[src/design/dit_pkg.sv]
`default_nettype none
// =====================================================
// Shared constants for the digital I/O and totalizer
package dit_pkg;
    // Register byte offsets
    localparam logic [7:0] OFS_CTRL = 8'h00; // Totalizer control
    localparam logic [7:0] OFS_COUNT = 8'h04; // Totalizer snapshot
    localparam logic [7:0] OFS_PIN = 8'h08; // Live pin levels
    localparam logic [7:0] OFS_OUT = 8'h0c; // 16-bit output word
    localparam logic [7:0] OFS_OE = 8'h10; // Output enables
    localparam logic [7:0] OFS_ACFG = 8'h14; // Alarm config
    localparam logic [7:0] OFS_APAT = 8'h18; // Alarm pattern
    localparam logic [7:0] OFS_AMSK = 8'h1c; // Alarm compare mask
    localparam logic [7:0] OFS_STAT = 8'h20; // Sticky events
    localparam logic [7:0] OFS_IMSK = 8'h24; // Interrupt mask
    localparam logic [7:0] OFS_SCAN = 8'h28; // Scan capture
    localparam logic [7:0] OFS_SPIN = 8'h2c; // Scanned pin levels
    // Control fields
    localparam int CTRL_FALL = 0; // 1: count falling edges
    localparam int CTRL_CLR = 1; // Write 1: clear count
    localparam int ACFG_CHG0 = 0; // Port 0 alarm on change
    localparam int ACFG_CHG1 = 1; // Port 1 alarm on change
    localparam int ACFG_EN0 = 2; // Port 0 alarm enable
    localparam int ACFG_EN1 = 3; // Port 1 alarm enable
    // Status bits
    localparam int ST_ALM0 = 0; // Port 0 alarm
    localparam int ST_ALM1 = 1; // Port 1 alarm
    localparam int ST_WRAP = 2; // Totalizer wrapped
    localparam int ST_SCAN = 3; // Scan capture done
    localparam int ST_W = 4; // Status width
    // Widths and reset values
    localparam int CNT_W = 26; // Totalizer width
    localparam int PORT_W = 8; // Port width
    localparam logic [25:0] CNT_MAX = 26'h3ffffff; // All ones
    localparam logic [31:0] RST_ZERO = 32'h0000_0000; // Reset value
    // Timing: 100 kHz rate at 40 MHz gives 400 cycles/pulse
    localparam int CLK_HZ = 40_000_000; // Core clock rate
    localparam int PULSE_MAX_HZ = 100_000; // Max pulse rate
    localparam int CYC_PER_PULSE = CLK_HZ / PULSE_MAX_HZ; // Margin
endpackage
`default_nettype wire

[src/design/dit_top.sv]
`default_nettype none
module dit_top (
    input wire logic core_clk, // 40 MHz clock
    input wire logic sys_rst, // Sync reset, high
    input wire logic psel, // APB select
    input wire logic penable, // APB access phase
    input wire logic pwrite, // APB write
    input wire logic [7:0] paddr, // APB byte address
    input wire logic [31:0] pwdata, // APB write data
    output logic [31:0] prdata, // APB read data
    output logic pready, // APB ready
    output logic pslverr, // APB error
    input wire logic pulse_in, // Totalizer pulse pin
    input wire logic gate_hi, // Gate, high enables
    input wire logic gate_lo_n, // Gate, low enables
    input wire logic scan_trig, // Scan step strobe
    input wire logic [15:0] dio_in, // Port pin levels
    output logic [15:0] dio_out, // Port drive levels
    output logic [15:0] dio_oe, // Port drive enables
    output logic irq // Level interrupt
);
    // =====================================================
    // State record
    typedef struct packed {
        logic [2:0] pls_sync; // Pulse sync, [2] = last
        logic [1:0] gh_sync; // High gate sync
        logic [1:0] gl_sync; // Low gate sync
        logic [15:0] din_s1; // Port sync stage 1
        logic [15:0] din_s2; // Port sync stage 2
        logic [15:0] din_prev; // Previous sample
        logic [25:0] cnt; // Totalizer count
        logic [25:0] scan_cnt; // Scanned count
        logic [15:0] scan_pins; // Scanned pins
        logic fall_sel; // Edge select
        logic [15:0] out_word; // Output word
        logic [15:0] oe; // Output enables
        logic [3:0] acfg; // Alarm config
        logic [15:0] apat; // Alarm pattern
        logic [15:0] amsk; // Alarm mask
        logic [3:0] stat; // Sticky status
        logic [3:0] imsk; // Interrupt mask
        logic [31:0] rdata; // Read data
    } dit_state_s;

    dit_state_s st_q, st_d;
    logic acc; // Access-phase strobe
    logic wr; // Write strobe
    logic rd; // Read strobe
    logic edge_seen; // Qualifying pulse edge
    logic gate_ok; // Both gates enabling
    logic [3:0] ev; // Events this cycle
    logic [15:0] hit; // Masked compare
    logic [15:0] chg; // Masked change

    // =====================================================
    // Register map
    // 0x00 control: bit 0 falling-edge select, bit 1 clears
    //      the count when written as one (reads back zero)
    // 0x04 count: live count, latched in the setup cycle
    // 0x08 pins: synchronised levels of both ports
    // 0x0c output word: bits 7:0 port 0, bits 15:8 port 1
    // 0x10 output enables: one bit per pin, one drives
    // 0x14 alarm config: change mode and enable per port
    // 0x18 alarm pattern, 0x1c alarm compare mask
    // 0x20 status: sticky events, write one to clear
    // 0x24 interrupt mask, same layout as status
    // 0x28 scanned count, 0x2c scanned pin levels
    // Anything above 0x2c or misaligned answers with an
    // error and has no effect.
    //
    // Hazards kept in mind:
    // - pins and gates come from the field, so every one of
    //   them passes two flops before any decision uses it
    // - the pulse needs a third flop so the edge detector
    //   compares two settled samples, never a raw pin
    // - a status event in the cycle of its clear survives,
    //   so software never loses an event it did not see
    // - the match alarm is a level: it re-sets its bit each
    //   cycle while the pattern holds, so clearing it only
    //   sticks once the pattern is gone or the alarm is off
    // - a scan step and a count read both take the count
    //   in one cycle, so no half-updated value is returned
    //
    // Limitation: the counter has no shortcut for testing
    // the wrap; reaching all ones takes 2**26 - 1 real edges.

    // =====================================================
    // Next-state logic
    // One flat process keeps every register in one place;
    // the APB answer is always zero-wait.
    always_comb begin
        st_d = st_q;
        acc = psel && penable;
        wr = acc && pwrite;
        rd = acc && !pwrite;
        // Synchronisers, first stage only feeds second
        st_d.pls_sync = {st_q.pls_sync[1:0], pulse_in};
        st_d.gh_sync = {st_q.gh_sync[0], gate_hi};
        st_d.gl_sync = {st_q.gl_sync[0], gate_lo_n};
        st_d.din_s1 = dio_in;
        st_d.din_s2 = st_q.din_s1;
        st_d.din_prev = st_q.din_s2;
        // Edge from two synchronised samples
        if (st_q.fall_sel) begin
            edge_seen = st_q.pls_sync[2] && !st_q.pls_sync[1];
        end else begin
            edge_seen = !st_q.pls_sync[2] && st_q.pls_sync[1];
        end
        // Floating gates are pulled to enabling off-chip
        gate_ok = st_q.gh_sync[1] && !st_q.gl_sync[1];
        ev = 4'h0;
        // Counter; 3-cycle sync limits rate far above 100 kHz
        if (edge_seen && gate_ok) begin
            st_d.cnt = st_q.cnt + 26'h0000001;
            if (st_q.cnt == dit_pkg::CNT_MAX) begin
                ev[dit_pkg::ST_WRAP] = 1'b1;
            end
        end
        // Alarms run regardless of scanning
        hit = (st_q.din_s2 ^ st_q.apat) & st_q.amsk;
        chg = (st_q.din_s2 ^ st_q.din_prev) & st_q.amsk;
        if (st_q.acfg[dit_pkg::ACFG_EN0]) begin
            if (st_q.acfg[dit_pkg::ACFG_CHG0]) begin
                ev[dit_pkg::ST_ALM0] = |chg[7:0];
            end else begin
                ev[dit_pkg::ST_ALM0] = ~|hit[7:0];
            end
        end
        if (st_q.acfg[dit_pkg::ACFG_EN1]) begin
            if (st_q.acfg[dit_pkg::ACFG_CHG1]) begin
                ev[dit_pkg::ST_ALM1] = |chg[15:8];
            end else begin
                ev[dit_pkg::ST_ALM1] = ~|hit[15:8];
            end
        end
        // Scan step captures count and pins together
        if (scan_trig) begin
            st_d.scan_cnt = st_q.cnt;
            st_d.scan_pins = st_q.din_s2;
            ev[dit_pkg::ST_SCAN] = 1'b1;
        end
        // =====================================================
        // Register writes
        // A write lands at the end of the access phase; the
        // slave never stalls, so that is the first access edge.
        if (wr) begin
            unique case (paddr)
                dit_pkg::OFS_CTRL: begin
                    // Edge select changes only while software
                    // knows the pulse level, else a false edge
                    st_d.fall_sel = pwdata[dit_pkg::CTRL_FALL];
                    if (pwdata[dit_pkg::CTRL_CLR]) begin
                        st_d.cnt = 26'h0000000; // Clear beats edge
                    end
                end
                dit_pkg::OFS_OUT: begin
                    // Both ports move in the same cycle
                    st_d.out_word = pwdata[15:0];
                end
                dit_pkg::OFS_OE: begin
                    // Undriven pins fall back to the pull-ups
                    st_d.oe = pwdata[15:0];
                end
                dit_pkg::OFS_ACFG: begin
                    // Mode and enable per port
                    st_d.acfg = pwdata[3:0];
                end
                dit_pkg::OFS_APAT: begin
                    // Pattern compared under the mask
                    st_d.apat = pwdata[15:0];
                end
                dit_pkg::OFS_AMSK: begin
                    // Mask zero ignores the pin entirely
                    st_d.amsk = pwdata[15:0];
                end
                dit_pkg::OFS_STAT: begin
                    // Write one to clear
                    st_d.stat = st_q.stat & ~pwdata[3:0];
                end
                dit_pkg::OFS_IMSK: begin
                    // Only unmasked events reach the pin
                    st_d.imsk = pwdata[3:0];
                end
                default: begin
                    // Read-only or unmapped: ignored
                end
            endcase
        end
        // Set wins over a same-cycle clear
        st_d.stat = st_d.stat | ev;
        // =====================================================
        // Read data
        // The word is latched in the setup cycle and held
        // through the access phase, so a count read is one
        // coherent snapshot while pulses keep arriving.
        st_d.rdata = 32'h0000_0000;
        if (psel && !penable && !pwrite) begin
            unique case (paddr)
                dit_pkg::OFS_CTRL: begin
                    // Clear bit is write-only
                    st_d.rdata = {31'h0, st_q.fall_sel};
                end
                dit_pkg::OFS_COUNT: begin
                    // Live count, frozen for this transfer
                    st_d.rdata = {6'h0, st_q.cnt};
                end
                dit_pkg::OFS_PIN: begin
                    // Synchronised levels, not the raw pins
                    st_d.rdata = {16'h0, st_q.din_s2};
                end
                dit_pkg::OFS_OUT: begin
                    // Drive word as written
                    st_d.rdata = {16'h0, st_q.out_word};
                end
                dit_pkg::OFS_OE: begin
                    // Drive enables
                    st_d.rdata = {16'h0, st_q.oe};
                end
                dit_pkg::OFS_ACFG: begin
                    // Alarm modes and enables
                    st_d.rdata = {28'h0, st_q.acfg};
                end
                dit_pkg::OFS_APAT: begin
                    // Alarm pattern
                    st_d.rdata = {16'h0, st_q.apat};
                end
                dit_pkg::OFS_AMSK: begin
                    // Alarm compare mask
                    st_d.rdata = {16'h0, st_q.amsk};
                end
                dit_pkg::OFS_STAT: begin
                    // Sticky events
                    st_d.rdata = {28'h0, st_q.stat};
                end
                dit_pkg::OFS_IMSK: begin
                    // Interrupt mask
                    st_d.rdata = {28'h0, st_q.imsk};
                end
                dit_pkg::OFS_SCAN: begin
                    // Count taken by the last scan step
                    st_d.rdata = {6'h0, st_q.scan_cnt};
                end
                dit_pkg::OFS_SPIN: begin
                    // Pins taken by the last scan step
                    st_d.rdata = {16'h0, st_q.scan_pins};
                end
                default: begin
                    // Unmapped reads return zero
                    st_d.rdata = 32'h0000_0000;
                end
            endcase
        end
        if (rd) begin
            st_d.rdata = st_q.rdata; // Hold through access
        end
    end

    // =====================================================
    // State register
    always_ff @(posedge core_clk) begin
        if (sys_rst) begin
            st_q <= '0;
            st_q.pls_sync <= 3'h0;
            st_q.gh_sync <= 2'h3; // Gates start enabling
            st_q.gl_sync <= 2'h0;
        end else begin
            st_q <= st_d;
        end
    end

    // =====================================================
    // Outputs
    // Zero-wait slave; unmapped offsets answer with pslverr
    always_comb begin
        pready = 1'b1;
        prdata = st_q.rdata;
        pslverr = 1'b0;
        // Past the last register
        if (psel && penable && paddr > dit_pkg::OFS_SPIN) begin
            pslverr = 1'b1;
        end
        if (psel && penable && paddr[1:0] != 2'h0) begin
            pslverr = 1'b1;
        end
    end
    assign dio_out = st_q.out_word;
    assign dio_oe = st_q.oe;
    assign irq = |(st_q.stat & st_q.imsk);
endmodule
`default_nettype wire

[config.mk]
export PLATFORM = sky130hd
export DESIGN_NAME = dit_top
export DESIGN_NICKNAME = d
export VERILOG_FILES = /design/src/design/dit_pkg.sv /design/src/design/dit_top.sv
export SDC_FILE = /design/constraint.sdc
export NUM_CORES = 1
export LEC_CHECK = 0
export ABC_AREA = 1
export BUFFER_PORTS_ARGS = -buffer_cell sky130_fd_sc_hd__buf_2
export CAP_MARGIN = 20
export CORE_ASPECT_RATIO = 1.25
export CORE_MARGIN = 2
export CORE_UTILIZATION = 63
export CTS_CLUSTER_DIAMETER = 80
export DETAILED_ROUTE_END_ITERATION = 6
export GPL_TIMING_DRIVEN = 0
export PLACE_DENSITY = 0.86
export SLEW_MARGIN = 20
export SYNTH_ARGS = -nofsm -noshare
export SYNTH_HDL_FRONTEND = slang
export SYNTH_SLANG_ARGS = --single-unit
[constraint.sdc]
create_clock -name core_clk -period 3.51 [get_ports core_clk]
set_clock_uncertainty 0.05 [all_clocks]
set_input_delay 0.1755 -clock core_clk [delete_from_list [all_inputs] [get_ports core_clk]]
set_output_delay 0.1755 -clock core_clk [all_outputs]
set_load 0.005 [all_outputs]
==> results of run 1 <==
## layout by cell type (no fill, tap or decap), types with 9 or more instances in the layout
master / n
a21oi_1: 132
buf_2: 120
buf_4: 75
clkbuf_1: 40
clkbuf_16: 23
dfxtp_1: 226
dlygate4sd3_1: 37
inv_1: 133
nand2_1: 351
nand3_1: 101
nor2_1: 210
nor3_1: 9
o21ai_0: 133
o21ai_1: 12
or2_2: 11
xor2_1: 12
## state kept, by name (all words and copies together) (netlist names)
signal / cells
dio_oe: 16
dio_out: 16
prdata: 26
st_d: 36
st_q: 132
## area by class of cell
cell class	count	area share [%]
sequential	226	36.51
timing repair buffer	143	7.271
clock inverter	12	1.040
tap	216	2.181
clock buffer	28	5.039
buffer	132	6.473
multi-input combinational	1023	37.30
inverter	138	4.181
## per-stage QoR
stage	hold WS, ns	util (%)	std cells	instance area, µm²	setup slack, ns
after detailed placement	0.3109	69.55	1841	11270	1.554
after global placement	0.3136	69.55	1841	11270	1.552
after global routing	0.1036	76.48	1918	12390	1.466
after CTS	0.06187	76.48	1918	12390	1.607
after floorplan	0.2293	-	1519	10470	2.006
final	0.08072	76.48	1918	12390	1.524
## critical path, stage by stage (launching register included)
cell      delay (ns)
dfxtp_1         0.52
a21boi_0        0.23
nor2_1          0.08
nand2_1         0.32
inv_1           0.17
buf_2           0.23
nand3_1         0.15
a21oi_1         0.08
## power by group through the flow
stage	Clock (mW)	Combinational, mW	Sequential (mW)
floorplan	0	0.158	2.69
global placement	0	0.260	2.70
detailed placement	0	0.267	2.70
CTS	2.46	0.303	2.65
global route	2.57	0.340	2.65
finish	2.46	0.317	2.65
## cells by family (layout without fill, tap and decap cells)
| kind of cell | after synthesis | in the layout | synth area share, % |
|---|---|---|---|
| buf+inv | 270 | 453 | 12.63 |
| compound gates | 294 | 294 | 14.59 |
| simple gates | 706 | 706 | 28.02 |
| fa+ha+maj | 1 | 1 | 0.1197 |
| other cells | 2 | 7 | 0.07188 |
| xor+xnor | 15 | 15 | 1.258 |
| flops | 226 | 226 | 43.31 |
## worst max-delay path by stage
stage                    from   endpoint  slack, ns  depth (start not counted)
floorplan           st_q[151]  st_q[167]       2.01                          8
CTS                 st_q[108]   st_q[38]       1.61                          7
detailed placement    sys_rst   st_q[57]       1.55                          6
finish              st_q[108]   st_q[38]       1.52                          7
global route        st_q[108]   st_q[38]       1.47                          7
global placement     paddr[7]   st_q[71]       1.55                          8
## timing repair
| item | in CTS | in global routing |
|---|---|---|
| gates resized for setup | 0 | 0 |
| hold buffers | 37 | 0 |
| hold endpoints to repair | 75 | 0 |
| setup buffers | 0 | 0 |
## layer usage
metal | vias to the layer above | wire [µm] | track usage (%)
met5 | - | 0 | 0
met4 | 0 | 2268 | 22.14
met3 | 155 | 3102 | 5.748
met2 | 581 | 16000 | 63.48
met1 | 4910 | 12790 | 45.42
li1 | 5102 | - | -
==> results.json, run 1 <==
{
  "outcome": "finished, final reports clean",
  "cp_data_required_time_ns": 3.83,
  "clkTransAtPathRegs_ns": 0.07,
  "holdCritPathClass": "in2reg",
  "max_freq_ghz": 0.5036,
  "drive_above_1_share_pct": 15.92,
  "ys_async_sr_fraction_pct": 0,
  "power.total_mw": 5.428,
  "clock_latency_ns": 0.52,
  "internal_power_mw": 4.146,
  "synthCells": 1514,
  "num_vias": 10750,
  "relSlewSlack_pct": 45.21,
  "cap_violations": 0,
  "power.switching_mw": 1.282,
  "core_area_um2": 16200,
  "via_per_inst": 5.604,
  "ys.flop_type": "dfxtp_1",
  "yosysTopAreaCell": "dfxtp_1",
  "rows": 52,
  "rsz0062_at_grt": "no",
  "multi_input_area_um2": 4622,
  "hpwl_mm": 24.51,
  "die_h_um": 148.0,
  "seq_area_frac_synth_pct": 43.31,
  "synth_edf_count": 0,
  "yosysUniqueCellTypes": 35,
  "antennaDiodeCount": 0,
  "min_from": "scan_trig",
  "r2r-start": "st_q[108]",
  "worstReg2RegEnd": "st_q[38]",
  "avgSynthCellArea_um2": 6.901,
  "die_area_um2": 17640,
  "swShare_pct": 23.62,
  "clock-root-buffer": "clkbuf_16",
  "hold_end": "st_q[133]",
  "drtPass1Iterations": 5,
  "wl_per_cell_um": 17.81,
  "tns_ns": 0,
  "syn_area_um2": 10450,
  "nets": 1753,
  "synth_common_cells": "351 x nand2_1, 226 x dfxtp_1, 210 x nor2_1",
  "grt_pass1_vias": 10020,
  "r2r_setup_slack_ns": 1.52,
  "regArea_um2": 4524,
  "yosysMostFrequentCell": "nand2_1",
  "critPathArrivalTime_ns": 2.31,
  "p_comb_share_pct": 5.8,
  "numPortBuffers": 106,
  "die_x_um": 119.2,
  "pwr-share-clk_pct": 45.3,
  "vdd_drop_max_v": 0.0004515,
  "critPathLaunchType": "flip-flop",
  "ys_ff_latch": 226,
  "cts_max_level": 1,
  "tritoncts": "done",
  "postRouteAntennaNets": 0,
  "wl_mm": 34.16,
  "cts_sinks": 226,
  "n_fill_cell": 1258,
  "path_max_fanout": 10,
  "reg2reg_depth": 7,
  "synth_top_area_share_pct": 43.31,
  "crit_path_end_kind": "flip-flop",
  "setup_viol": 0,
  "area_growth_pct": 18.60,
  "grt_pass1_wl_mm": 52.05,
  "min_path_cells": 3,
  "hold_viol": 0,
  "drc": 0,
  "drv_slew": 0,
  "cts.path.max_buffers": 3,
  "antenna_found_initial": 0,
  "grt_max_degree": 15,
  "finalCriticalPeriod_ns": 1.986,
  "worst_pin_slew_ns": 0.8219,
  "seqPwrFrac_pct": 48.8,
  "synth_area_leaders": "dfxtp_1 43%, nand2_1 13%, nor2_1 7.5%",
  "p_per_area_nw_per_um2": 438.1,
  "cts_made_buffers": 23,
  "critPathKind": "reg2reg",
  "ios": 132,
  "start_util_pct": 64.49,
  "yosys_warnings": 0,
  "fin_crit_sh_pct": 56.57,
  "gp_congestion": 1.003,
  "power.leakage_nw": 5.369,
  "drtIter0Drc": 1221,
  "overflow": 0,
  "grt_util_all_layers_pct": 37.62
}
Power figures use the tool's default switching activity.
==> run 2: changes to the inputs <==
Settings changed: CORE_UTILIZATION 63 to 58, PLACE_DENSITY 0.86 to 0.8.
Clock period 3.51 ns to 2.1 ns, I/O delays scaled along.
==> run 2 against run 1 <==
  * Non-clock buffer count grew 1
  * Register-to-register slack lost 1.4 ns
  * Total power grew 67%
  * Global-route usage shrank 2.5 points
  * Worst setup slack lost 1.4 ns
  * Combinational power grew 65%
  * Routed wire length shrank 1.7%
  * Utilization shrank 5.8 points
  * Sequential power grew 67%
  * Design area grew 0.15%
  * Critical path type unchanged
==> results.json, run 2 (same netlist as run 1, synthesis figures left out) <==
{
  "reg2reg_depth": 7,
  "ios": 132,
  "cts.path.max_buffers": 3,
  "internal_power_mw": 6.929,
  "pre_cts_ws_ns": 0.1749,
  "grt_util_all_layers_pct": 35.09,
  "largest_reg_flops": 132,
  "antennaDiodeCount": 0,
  "critPathLaunchType": "flip-flop",
  "gp_congestion": 1.015,
  "cts_made_buffers": 23,
  "wl_per_cell_um": 17.42,
  "num_vias": 10680,
  "power.leakage_nw": 5.367,
  "final_common_cell": "nand2_1",
  "antenna_found_initial": 1,
  "clkTransAtPathRegs_ns": 0.06,
  "outcome": "finished, final reports clean",
  "die_area_um2": 19110,
  "setup_ws_ns": 0.1423,
  "postRouteAntennaNets": 0,
  "drtIter0Drc": 1039,
  "drc": 0,
  "critPathArrivalTime_ns": 2.28,
  "regMostFlops": "st_q",
  "grt_pass1_wl_mm": 51.61,
  "nets": 1754,
  "via_per_inst": 5.538,
  "core_area_um2": 17570,
  "tritoncts": "done",
  "grt_max_degree": 15,
  "drtPass1Iterations": 5,
  "finalCriticalPeriod_ns": 1.958,
  "postCtsSetupBuffers": 0,
  "area_growth_pct": 18.78,
  "p_comb_share_pct": 5.8,
  "hpwl_mm": 24.45,
  "power.switching_mw": 2.151,
  "power.total_mw": 9.080,
  "cts_max_level": 1,
  "numPortBuffers": 106,
  "die_x_um": 124.0,
  "layout.cells.most_common_list": "351 x nand2_1, 226 x dfxtp_1, 210 x nor2_1",
  "holdCritPathClass": "in2reg",
  "cts_resized": 0,
  "critPathKind": "reg2reg",
  "cap_violations": 0,
  "p_per_area_nw_per_um2": 731.7,
  "rsz0062_at_grt": "no",
  "wl_mm": 33.59,
  "worst_pin_slew_ns": 0.7619,
  "clock_latency_ns": 0.53,
  "cp_data_required_time_ns": 2.42,
  "min_path_cells": 4,
  "seqPwrFrac_pct": 48.8,
  "grt_pass1_vias": 9983,
  "crit_path_end_kind": "flip-flop",
  "start_util_pct": 59.47,
  "drv_slew": 0,
  "vdd_drop_max_v": 0.0006816,
  "fin_crit_sh_pct": 93.23,
  "hold_viol": 0,
  "setup_viol": 0,
  "path_max_fanout": 10,
  "relSlewSlack_pct": 49.21,
  "drive_above_1_share_pct": 15.96,
  "clock-root-buffer": "clkbuf_16",
  "overflow": 0,
  "swShare_pct": 23.69,
  "pwr-share-clk_pct": 45.5,
  "die_h_um": 154.1,
  "tns_ns": 0,
  "rows": 54,
  "max_freq_ghz": 0.5108,
  "cts_sinks": 226
}
-- run 2: changes by cell type in the layout (fill, tap and decap cells not counted), sizes merged --
cell         change
dlygate4sd3      +1
inv              +1
clkinvlp         +2
clkinv           -2
-- run 2: worst paths after layout --
kind,from,endpoint,slack [ns]
hold reg to reg,st_d[202],st_d[186],0.35
setup reg to reg,st_q[108],st_q[38],0.14
setup / recovery,st_q[108],st_q[38],0.14
hold / removal,psel,prdata[4],0.04
-- run 2: per-stage QoR --
stage	hold slack, ns	area, µm²	utilization (%)	instances
global placement	0.2440	11280	64.20	1849
global route	0.06916	12410	70.64	1928
floorplan	0.1588	10470	-	1519
finish	0.03930	12410	70.64	1928
detailed placement	0.2446	11280	64.20	1849
CTS	0.02887	12410	70.64	1928
-- run 2: final cells by class --
class | instances | area, µm²
Multi-Input combinational cell | 1023 | 4622
Clock buffer | 28 | 624.3
Clock inverter | 13 | 127.6
Sequential cell | 226 | 4524
Tap cell | 224 | 280.3
Fill cell | 1535 | 5157
Buffer | 132 | 802.0
Inverter | 138 | 518.0
Timing Repair Buffer | 144 | 910.9
-- run 2: critical path, stage by stage, from the launching register on --
cell	delay [ns]
dfxtp_1	0.51
a21boi_0	0.21
nor2_1	0.07
nand2_1	0.32
inv_1	0.15
buf_2	0.23
nand3_1	0.17
a21oi_1	0.08
-- run 2: what timing repair did --
item | CTS | global route
hold buffers | 38 | 0
endpoints found under the setup margin | 0 | 0
hold endpoints to repair | 97 | 0
-- run 2: power by group through the flow --
stage	logic (mW)	registers, mW	clock network, mW
floorplan	0.265	4.50	0
global placement	0.437	4.52	0
detailed placement	0.444	4.52	0
CTS	0.504	4.42	4.14
global route	0.568	4.43	4.33
finish	0.522	4.43	4.13
-- run 2: metal layers --
| layer | up-vias | share of wire, % | global-route usage, % |
|---|---|---|---|
| met5 | - | 0.042 | 0 |
| met4 | 2 | 6.7 | 20.81 |
| met3 | 143 | 9.2 | 5.490 |
| met2 | 586 | 46 | 57.33 |
| met1 | 4834 | 38 | 43.03 |
| li1 | 5112 | - | - |
